[config.mk]
export PLATFORM = sky130hd
export DESIGN_NAME = lacc_top
export DESIGN_NICKNAME = d
export VERILOG_FILES = /design/src/logic/lacc_load_filter.v /design/src/logic/lacc_thresh_adjust.v /design/src/logic/lacc_top.v
export VERILOG_INCLUDE_DIRS = /design/src /design/src/logic
export SDC_FILE = /design/constraint.sdc
export NUM_CORES = 1
export LEC_CHECK = 0
export ABC_AREA = 1
export BUFFER_PORTS_ARGS = -buffer_cell sky130_fd_sc_hd__buf_4
export CORE_UTILIZATION = 64
export DETAILED_ROUTE_END_ITERATION = 7
export GPL_ROUTABILITY_DRIVEN = 0
export PLACE_DENSITY = 0.87
export SETUP_SLACK_MARGIN = 0.15
export SLEW_MARGIN = 10
export SYNTH_ARGS = -nofsm -noshare
export SYNTH_HDL_FRONTEND = slang
export SYNTH_SLANG_ARGS = --single-unit
[constraint.sdc]
create_clock -name pclk -period 14.7 [get_ports pclk]
set_clock_uncertainty 0.2 [all_clocks]
set_input_delay 0.735 -clock pclk [delete_from_list [all_inputs] [get_ports pclk]]
set_output_delay 0.735 -clock pclk [all_outputs]
set_load 0.01 [all_outputs]
[src/logic/lacc_regs.vh]
// register offsets, field positions, reset values and counts of the load-adaptive current block
`ifndef LACC_REGS_VH
`define LACC_REGS_VH

// ---------------------------------------------------------------
// register map (byte addresses on the apb bus)
// ---------------------------------------------------------------
`define LACC_OFS_CFG_WORD     12'h000
`define LACC_OFS_ADAPT_RB     12'h004
`define LACC_OFS_MEAS_RB      12'h008
`define LACC_OFS_STATUS       12'h00C

// ---------------------------------------------------------------
// selector pattern in bits 19:17 of a configuration word
// ---------------------------------------------------------------
`define LACC_SEL_HI           19
`define LACC_SEL_LO           17
`define LACC_SEL_ADAPT        3'h5
`define LACC_SEL_MEAS         3'h6

// ---------------------------------------------------------------
// load_adaptive_current_config fields
// ---------------------------------------------------------------
`define LACC_MINSEL_BIT       15
`define LACC_DECSPD_HI        14
`define LACC_DECSPD_LO        13
`define LACC_UPOFS_HI         11
`define LACC_UPOFS_LO         8
`define LACC_INCSTEP_HI       6
`define LACC_INCSTEP_LO       5
`define LACC_LOWTH_HI         3
`define LACC_LOWTH_LO         0
`define LACC_ADAPT_MASK       20'h0EF6F

// ---------------------------------------------------------------
// load_measure_and_current_scale fields
// ---------------------------------------------------------------
`define LACC_FILT_BIT         16
`define LACC_MTH_HI           14
`define LACC_MTH_LO           8
`define LACC_CSCALE_HI        4
`define LACC_CSCALE_LO        0
`define LACC_MEAS_MASK        20'h17F1F

// ---------------------------------------------------------------
// reset values and counts
// ---------------------------------------------------------------
`define LACC_ADAPT_RST        20'h00000
`define LACC_MEAS_RST         20'h0001F
`define LACC_THR_UNIT         5
`define LACC_FILT_SAMPLES     3'h4
`define LACC_MTH_SHIFT        4

`endif

[src/logic/lacc_load_filter.v]
// optional four-full-step averaging of the raw load measurement
`timescale 1ns/1ps
`default_nettype none
`include "lacc_regs.vh"

module lacc_load_filter
(
    // clock and reset
    input  wire        pclk,
    input  wire        presetn,
    // control
    input  wire        filt_en,
    // raw sample, taken at each full step
    input  wire        full_step,
    input  wire [9:0]  raw_value,
    // filtered result
    output reg  [9:0]  out_value_q,
    output reg         out_valid_q
);

    reg  [11:0] acc_q;
    reg  [2:0]  cnt_q;
    wire [11:0] acc_sum = acc_q + {2'h0, raw_value};

    // unfiltered passes every sample; filtered averages four full steps
    always @(posedge pclk or negedge presetn)
    begin
        if (!presetn)
        begin
            acc_q       <= 12'h000;
            cnt_q       <= 3'h0;
            out_value_q <= 10'h000;
            out_valid_q <= 1'b0;
        end
        else
        begin
            out_valid_q <= 1'b0;
            if (!filt_en)
            begin
                acc_q <= 12'h000;
                cnt_q <= 3'h0;
                if (full_step)
                begin
                    out_value_q <= raw_value;
                    out_valid_q <= 1'b1;
                end
            end
            else if (full_step)
            begin
                if (cnt_q == `LACC_FILT_SAMPLES - 3'h1)
                begin
                    out_value_q <= acc_sum[11:2];   // divide by four
                    out_valid_q <= 1'b1;
                    acc_q       <= 12'h000;
                    cnt_q       <= 3'h0;
                end
                else
                begin
                    acc_q <= acc_sum;
                    cnt_q <= cnt_q + 3'h1;
                end
            end
        end
    end

endmodule // lacc_load_filter
`default_nettype wire

[src/logic/lacc_thresh_adjust.v]
// applies the signed measurement threshold and flags a stall
`timescale 1ns/1ps
`default_nettype none
`include "lacc_regs.vh"

module lacc_thresh_adjust
(
    // clock and reset
    input  wire        pclk,
    input  wire        presetn,
    // signed threshold, -64..+63
    input  wire [6:0]  threshold,
    // incoming measurement
    input  wire        in_valid,
    input  wire [9:0]  in_value,
    // adjusted measurement
    output reg  [9:0]  adj_value_q,
    output reg         adj_valid_q,
    output reg         stall_q
);

    // sign-extend and scale the threshold; lower threshold pulls the value
    // toward zero sooner, so a stall shows with less torque
    wire signed [12:0] thr_s = {{6{threshold[6]}}, threshold} <<< `LACC_MTH_SHIFT;
    wire signed [12:0] sum_s = $signed({3'h0, in_value}) + thr_s;
    wire        [9:0]  clamped = sum_s[12]                ? 10'h000 :
                                 (sum_s > 13'sd1023)      ? 10'h3FF : sum_s[9:0];

    // register the adjusted value and the stall indication
    always @(posedge pclk or negedge presetn)
    begin
        if (!presetn)
        begin
            adj_value_q <= 10'h000;
            adj_valid_q <= 1'b0;
            stall_q     <= 1'b0;
        end
        else
        begin
            adj_valid_q <= in_valid;
            if (in_valid)
            begin
                adj_value_q <= clamped;
                stall_q     <= (clamped == 10'h000);
            end
        end
    end

endmodule // lacc_thresh_adjust
`default_nettype wire

[src/logic/lacc_top.v]
// load-adaptive coil current regulation with its apb configuration registers
//
// Functional notes
// - a config word with bits 19:17 = 101 loads the adaptive-current settings.
// - a config word with bits 19:17 = 110 loads measurement and scale settings.
// - bit 15 sets current floor: 0 gives half, 1 gives quarter of scale.
// - bits 14:13 pick 32, 8, 2 or 1 high samples per decrement.
// - upper threshold is (lower + offset + 1) times 32; reaching it decrements.
// - each sample below lower threshold raises current by 1, 2, 4 or 8.
// - lower threshold field zero disables regulation entirely.
// - nonzero lower field: measurement below field times 32 raises current.
// - bit 16 chooses raw samples or one averaged update per four full steps.
// - bits 14:8 hold a signed seven-bit threshold, -64 to +63.
// - lower threshold makes stall detection more sensitive.
// - five-bit scale caps the current factor; coil currents A and B are multiplied by (factor+1)/32.
`timescale 1ns/1ps
`default_nettype none
`include "lacc_regs.vh"

module lacc_top
(
    // apb clock and reset
    input  wire        pclk,
    input  wire        presetn,
    // apb slave
    input  wire        psel,
    input  wire        penable,
    input  wire        pwrite,
    input  wire [11:0] paddr,
    input  wire [31:0] pwdata,
    output reg  [31:0] prdata,
    output reg         pready,
    output reg         pslverr,
    // load measurement and step events (same clock domain)
    input  wire        full_step,
    input  wire [9:0]  load_measurement_value,
    // digital coil currents before and after scaling
    input  wire [7:0]  coil_a_in,
    input  wire [7:0]  coil_b_in,
    output reg  [7:0]  coil_a_out_q,
    output reg  [7:0]  coil_b_out_q,
    // regulation state
    output reg  [4:0]  current_factor_q,
    output reg         stall_flag_q
);

    // ---------------------------------------------------------------
    // decode helpers
    // ---------------------------------------------------------------

    // both code tables are small constant lookups kept as functions so the
    // regulation process reads as the rule it implements
    // high samples needed per decrement
    function [5:0] dec_need;
        input [1:0] code;
        begin
            case (code)
                2'h0:    dec_need = 6'h20;
                2'h1:    dec_need = 6'h08;
                2'h2:    dec_need = 6'h02;
                default: dec_need = 6'h01;
            endcase
        end
    endfunction

    // increment steps per low sample
    function [5:0] inc_step;
        input [1:0] code;
        begin
            case (code)
                2'h0:    inc_step = 6'h01;
                2'h1:    inc_step = 6'h02;
                2'h2:    inc_step = 6'h04;
                default: inc_step = 6'h08;
            endcase
        end
    endfunction

    // ---------------------------------------------------------------
    // configuration registers
    // ---------------------------------------------------------------
    reg  [19:0] adapt_cfg_q;
    reg  [19:0] meas_cfg_q;

    wire        setup_ph  = psel & ~penable;
    wire        access_wr = psel & penable & pready & pwrite;
    wire [2:0]  wsel      = pwdata[`LACC_SEL_HI:`LACC_SEL_LO];
    wire        wr_cfg    = access_wr & (paddr == `LACC_OFS_CFG_WORD);

    // both words share one write-only port; the selector inside the word picks
    // the target, the same way the serial host addresses the device
    // selector bits route the word; reserved bits are dropped, other patterns ignored
    always @(posedge pclk or negedge presetn)
    begin
        if (!presetn)
        begin
            adapt_cfg_q <= `LACC_ADAPT_RST;
            meas_cfg_q  <= `LACC_MEAS_RST;
        end
        else if (wr_cfg)
        begin
            if (wsel == `LACC_SEL_ADAPT)
                adapt_cfg_q <= pwdata[19:0] & `LACC_ADAPT_MASK;
            if (wsel == `LACC_SEL_MEAS)
                meas_cfg_q  <= pwdata[19:0] & `LACC_MEAS_MASK;
        end
    end

    // the stored words are already masked, so reserved bits read back as zero
    // and never reach the regulation logic
    // field views
    wire        min_quarter = adapt_cfg_q[`LACC_MINSEL_BIT];
    wire [1:0]  dec_code    = adapt_cfg_q[`LACC_DECSPD_HI:`LACC_DECSPD_LO];
    wire [3:0]  up_ofs      = adapt_cfg_q[`LACC_UPOFS_HI:`LACC_UPOFS_LO];
    wire [1:0]  inc_code    = adapt_cfg_q[`LACC_INCSTEP_HI:`LACC_INCSTEP_LO];
    wire [3:0]  low_th      = adapt_cfg_q[`LACC_LOWTH_HI:`LACC_LOWTH_LO];
    wire        filt_en     = meas_cfg_q[`LACC_FILT_BIT];
    wire [6:0]  meas_th     = meas_cfg_q[`LACC_MTH_HI:`LACC_MTH_LO];
    wire [4:0]  cscale      = meas_cfg_q[`LACC_CSCALE_HI:`LACC_CSCALE_LO];

    // ---------------------------------------------------------------
    // measurement path
    // ---------------------------------------------------------------
    wire [9:0]  filt_value;
    wire        filt_valid;
    wire [9:0]  sg_value;
    wire        sg_valid;
    wire        sg_stall;

    // the filter and the threshold stage each add one register, so a sample
    // reaches the regulator two edges after its full step
    // raw or four-step averaged measurement
    lacc_load_filter u_filter
    (
        .pclk        (pclk),
        .presetn     (presetn),
        .filt_en     (filt_en),
        .full_step   (full_step),
        .raw_value   (load_measurement_value),
        .out_value_q (filt_value),
        .out_valid_q (filt_valid)
    );

    // signed threshold shifts the reading before compare
    lacc_thresh_adjust u_thresh
    (
        .pclk        (pclk),
        .presetn     (presetn),
        .threshold   (meas_th),
        .in_valid    (filt_valid),
        .in_value    (filt_value),
        .adj_value_q (sg_value),
        .adj_valid_q (sg_valid),
        .stall_q     (sg_stall)
    );

    // ---------------------------------------------------------------
    // thresholds and limits
    // ---------------------------------------------------------------
    wire        reg_enable = (low_th != 4'h0);
    wire [9:0]  low_limit  = {1'b0, low_th, 5'h00};
    wire [4:0]  up_units   = {1'b0, low_th} + {1'b0, up_ofs} + 5'h01;
    wire [9:0]  up_limit   = {up_units, 5'h00};
    wire        below_low  = sg_value < low_limit;
    wire        at_or_up   = sg_value >= up_limit;

    // both limits are multiples of 32 load units; the upper one cannot wrap
    // since 15 + 15 + 1 still fits five bits
    // floor in index form: (cs+1)/2 or (cs+1)/4 levels, never below one level
    wire [5:0]  cs_levels  = {1'b0, cscale} + 6'h01;
    wire [5:0]  floor_lvl  = min_quarter ? (cs_levels >> 2) : (cs_levels >> 1);
    wire [5:0]  floor_nz   = (floor_lvl == 6'h00) ? 6'h01 : floor_lvl;
    wire [5:0]  floor_tmp  = floor_nz - 6'h01;
    wire [4:0]  floor_idx  = floor_tmp[4:0];

    // ---------------------------------------------------------------
    // current factor regulation
    // ---------------------------------------------------------------
    reg  [5:0]  dn_cnt_q;
    wire [5:0]  dn_next    = dn_cnt_q + 6'h01;
    wire [5:0]  inc_sum    = {1'b0, current_factor_q} + inc_step(inc_code);

    // the run counter only grows on consecutive high samples; a middle or low
    // sample restarts it, so a noisy load does not creep the current down
    // a low sample wins over the decrement count; limits are rechecked each cycle
    // so a lowered scale setting pulls the factor in without waiting for a sample
    always @(posedge pclk or negedge presetn)
    begin
        if (!presetn)
        begin
            current_factor_q <= 5'h1F;
            dn_cnt_q         <= 6'h00;
            stall_flag_q     <= 1'b0;
        end
        else
        begin
            if (sg_valid)
                stall_flag_q <= sg_stall;
            if (!reg_enable)
            begin
                current_factor_q <= cscale;
                dn_cnt_q         <= 6'h00;
            end
            else if (current_factor_q > cscale)
                current_factor_q <= cscale;
            else if (current_factor_q < floor_idx)
                current_factor_q <= floor_idx;
            else if (sg_valid)
            begin
                if (below_low)
                begin
                    dn_cnt_q <= 6'h00;
                    if (inc_sum > {1'b0, cscale})
                        current_factor_q <= cscale;
                    else
                        current_factor_q <= inc_sum[4:0];
                end
                else if (at_or_up)
                begin
                    if (dn_next >= dec_need(dec_code))
                    begin
                        dn_cnt_q <= 6'h00;
                        if (current_factor_q > floor_idx)
                            current_factor_q <= current_factor_q - 5'h01;
                    end
                    else
                        dn_cnt_q <= dn_next;
                end
                else
                    dn_cnt_q <= 6'h00;                           // only a run counts
            end
        end
    end

    // ---------------------------------------------------------------
    // coil current scaling
    // ---------------------------------------------------------------
    wire [5:0]  mult    = {1'b0, current_factor_q} + 6'h01;
    wire [13:0] prod_a  = coil_a_in * mult;
    wire [13:0] prod_b  = coil_b_in * mult;

    // the product keeps bits 12:5, a plain truncation; full scale 31 returns
    // the input unchanged, so no saturation is needed here
    // (factor+1)/32 applied to both coils, registered for clean outputs
    always @(posedge pclk or negedge presetn)
    begin
        if (!presetn)
        begin
            coil_a_out_q <= 8'h00;
            coil_b_out_q <= 8'h00;
        end
        else
        begin
            coil_a_out_q <= prod_a[12:5];
            coil_b_out_q <= prod_b[12:5];
        end
    end

    // ---------------------------------------------------------------
    // apb read and response
    // ---------------------------------------------------------------
    reg  [31:0] rd_mux;
    reg         rd_err;

    // status word: [4:0] factor, [5] stall, [6] regulation on, [25:16] adjusted
    // measurement; every other bit reads zero
    // decode in the setup cycle so the access cycle answers at once
    always @*
    begin
        rd_mux = 32'h00000000;
        rd_err = 1'b0;
        case (paddr)
            `LACC_OFS_CFG_WORD: rd_mux = 32'h00000000;       // write-only port
            `LACC_OFS_ADAPT_RB: rd_mux = {12'h000, adapt_cfg_q};
            `LACC_OFS_MEAS_RB:  rd_mux = {12'h000, meas_cfg_q};
            `LACC_OFS_STATUS:   rd_mux = {6'h00, sg_value, 9'h000, reg_enable,
                                          stall_flag_q, current_factor_q};
            default:            rd_err = 1'b1;
        endcase
    end

    // pready comes from a flop fed by the setup decode; the trade is a fixed
    // one-cycle access with no way to stretch it for slower sources
    // one wait-free access cycle; error and data stand only for that cycle
    always @(posedge pclk or negedge presetn)
    begin
        if (!presetn)
        begin
            pready  <= 1'b0;
            pslverr <= 1'b0;
            prdata  <= 32'h00000000;
        end
        else
        begin
            pready  <= setup_ph;
            pslverr <= setup_ph & rd_err;
            prdata  <= (setup_ph & ~pwrite) ? rd_mux : 32'h00000000;
        end
    end

endmodule // lacc_top
`default_nettype wire

==> impl_metrics.json <==
{
  "fmax_ghz": 0.178,
  "syn_inst": 1282,
  "drc": 0,
  "die_area_sq_um": 15900,
  "viasPerCell": 5.59,
  "clkPwrFrac_pct": 15.7,
  "wl_um": 24300,
  "place_worst_setup_slack_ps": 9200,
  "outcome": "complete, no violations",
  "vias": 8893,
  "start_kind": "flip-flop",
  "clkTransAtPathRegs_ps": 60,
  "die_h_um": 126,
  "syn_area_sq_um": 9860,
  "wl_per_cell_um": 15.3,
  "io_buffers": 111,
  "antenna_found_initial": 0,
  "postCtsSetupBuffers": 0,
  "h-tree-depth": 4,
  "crit_required_ps": 14850,
  "overflow": 0,
  "hold_viol": 0,
  "p_per_area_nw_per_um2": 233,
  "grt_pass1_vias": 8673,
  "track_usage_pct": 32.4,
  "synthTopCellsByArea": "dfrtp_1 (28%), ha_1 (12%), nand2_1 (11%), fa_1 (10%), inv_1 (9.1%)",
  "drv_slew": 0,
  "swShare_pct": 48.5,
  "worstMarginPinSlew_ps": 1110,
  "syn_avg_cell_area_sq_um": 7.69,
  "seqPwrFrac_pct": 18.8,
  "clkSinkCount": 119,
  "areaGrowthSynthToFinish_pct": 15.6,
  "final_layout_size_suffix_gt1_share_pct": 12.8,
  "hold_path_class": "in2async",
  "synthFlopType": "dfrtp_1",
  "cts-hold-fix-buffers": 0,
  "cp.arrival_ps": 5760,
  "coreArea_sq_um": 15100,
  "start_util_pct": 65.1,
  "rsz0062_at_grt": "false",
  "seq_area_frac_synth_pct": 30.3,
  "drt_iter0_markers": 721,
  "ys_types": 42,
  "cts-resized-gates": 0,
  "setup_tns_ps": 0,
  "max_cap_viol_count": 0,
  "p_comb_share_pct": 65.5,
  "drtAntennaViolNets": 0,
  "power_switching_mw": 1.29,
  "first_pass_iters": 6,
  "grt_max_degree": 62,
  "numCtsBuffers": 17,
  "grt_pass1_wl_um": 40700,
  "critPathKind": "reg2reg",
  "async_reset_ff_share_pct": 100,
  "final_core_util_pct": 75.2,
  "synth_top_area_share_pct": 27.7,
  "cp-end-kind": "flip-flop",
  "period_needed_ps": 5610,
  "ys_ff_latch": 119,
  "setup_slack_ps": 9090,
  "clockBufferDepth": 2,
  "cts_tree": "done",
  "p_int_mw": 1.37,
  "peakVddDrop_uv": 292,
  "yosys_warnings": 0,
  "dpl.hpwl_um": 18100,
  "cp_max_fo": 19,
  "clockRootBuffer": "clkbuf_16",
  "synth_top_area_cell": "dfrtp_1",
  "antenna_cells": 0,
  "leakage_nw": 6.37,
  "ios": 132,
  "rows": 45,
  "final_nets": 1608,
  "fin_crit_sh_pct": 38.2,
  "setup_viol": 0,
  "fp.dieW_um": 126,
  "max-slew-margin-rel_pct": 25.5,
  "synth_edf_count": 0,
  "clk_latency_ps": 420
}
==> cell type report <==
| type | instances | area (sq um) |
|---|---|---|
| clock buffers | 18 | 439 |
| clock inverters | 14 | 149 |
| repair buffers | 114 | 856 |
| inverters | 244 | 916 |
| fillers | 1123 | 3750 |
| multi-input cells | 893 | 5810 |
| flip-flops and latches | 119 | 2990 |
| well taps | 188 | 235 |
==> worst max-delay path, stage by stage (launching register included) <==
cell,delay [ps]
dfstp_2,770
nand4_1,170
nor2_1,590
clkinv_1,490
nor2_1,280
fa_1,450
fa_1,560
inv_1,60
fa_1,530
inv_1,40
ha_1,350
nand2_1,120
a21oi_1,50
a211oi_1,180
nand2_1,160
a21oi_1,230
nor2_1,70
nor2_1,130
xnor2_1,130
==> final timing paths <==
path | startpoint | endpoint | slack, ps | depth (start not counted)
setup / recovery | current_factor_q[0] | coil_b_out_q[5] | 9090 | 18
hold / removal | presetn | coil_b_out_q[5] | 200 | 1
setup reg to reg | current_factor_q[0] | coil_b_out_q[5] | 9090 | 18
hold reg to reg | u_filter.out_value_q[7] | u_filter.out_value_q[7] | 290 | 2
max in group asynchronous | presetn | adapt_cfg_q[15] | 12860 | 2
min in group pclk | u_filter.out_value_q[7] | u_filter.out_value_q[7] | 290 | 2
==> logic make-up (layout without fill, tap and decap cells) <==
logic type      after synthesis  in the layout  synth area share [%]
compound gates              175            175                  10.2
xor+xnor                     45             45                  4.00
fa+ha+maj                   143            143                  22.0
buf+inv                     276            390                  11.0
flops                       119            119                  30.3
other cells                   1              7                0.0380
simple gates                523            523                  22.5
==> metal layers <==
layer,GRT usage (%),routed length [um]
met2,53.6,11700
met5,0,0
met4,14.7,823
met1,41.4,9990
met3,6.20,1820
==> placed cells by master, fill, tap and decap left out, drive strengths merged, types with 18 or more instances in the layout <==
master and instances:
nand2 279, inv 244, nor2 122, buf 114, dfrtp 109, ha 93, o21ai 92, nand3 71
fa 50, a21oi 44, xor2 30, nand4 27, clkbuf 18
==> sequential cells by signal (all words and copies together) (netlist names) <==
| signal | flops |
|---|---|
| prdata | 25 |
| adapt_cfg_q | 13 |
| meas_cfg_q | 13 |
| u_filter.acc_q | 12 |
| u_filter.out_value_q | 10 |
| u_thresh.adj_value_q | 10 |
| coil_a_out_q | 8 |
| coil_b_out_q | 8 |
| dn_cnt_q | 6 |
| current_factor_q | 5 |
| u_filter.cnt_q | 3 |
| pready | 1 |
| pslverr | 1 |
| stall_flag_q | 1 |
| u_filter.out_valid_q | 1 |
| u_thresh.adj_valid_q | 1 |
| u_thresh.stall_q | 1 |
==> stage by stage <==
stage / area, sq um / std cells / power, mW / hold slack (ps)
finish: 11400 / 1590 / 2.65 / 198
global route: 11400 / 1590 / 2.95 / 267
CTS: 11400 / 1590 / 2.65 / 232
detailed placement: 10800 / 1558 / 2.21 / 271
global placement: 10800 / 1558 / 2.13 / 263
floorplan: 9880 / 1288 / 1.81 / 229
==> power groups by stage <==
stage	combinational, mW	sequential (mW)	clock, mW
finish	1.74	0.498	0.417
global route	2.01	0.506	0.437
CTS	1.74	0.496	0.420
detailed placement	1.71	0.499	0
global placement	1.63	0.497	0
floorplan	1.32	0.489	0
==> synth_stat cells (3+ instances only) <==
cell type and number:
nor3_2 3, o21ai_2 10, inv_1 238, buf_2 5, o21ai_1 3, nand2_2 3, xor2_1 30, nor2_1 118
ha_1 93, fa_1 50, a211oi_1 3, clkinv_1 4, o21ai_0 79, nand4_1 27, dfrtp_1 109, o22ai_1 12
nor2_2 4, nor3_1 13, dfstp_2 10, a22o_1 5, xnor2_1 15, nand2_1 276, clkbuf_1 17, a21oi_1 44
buf_4 7, nand3_1 71, o221ai_1 4, o21bai_1 5, o21a_1 5, nor3b_1 4
(Power assumes the default switching activity.)
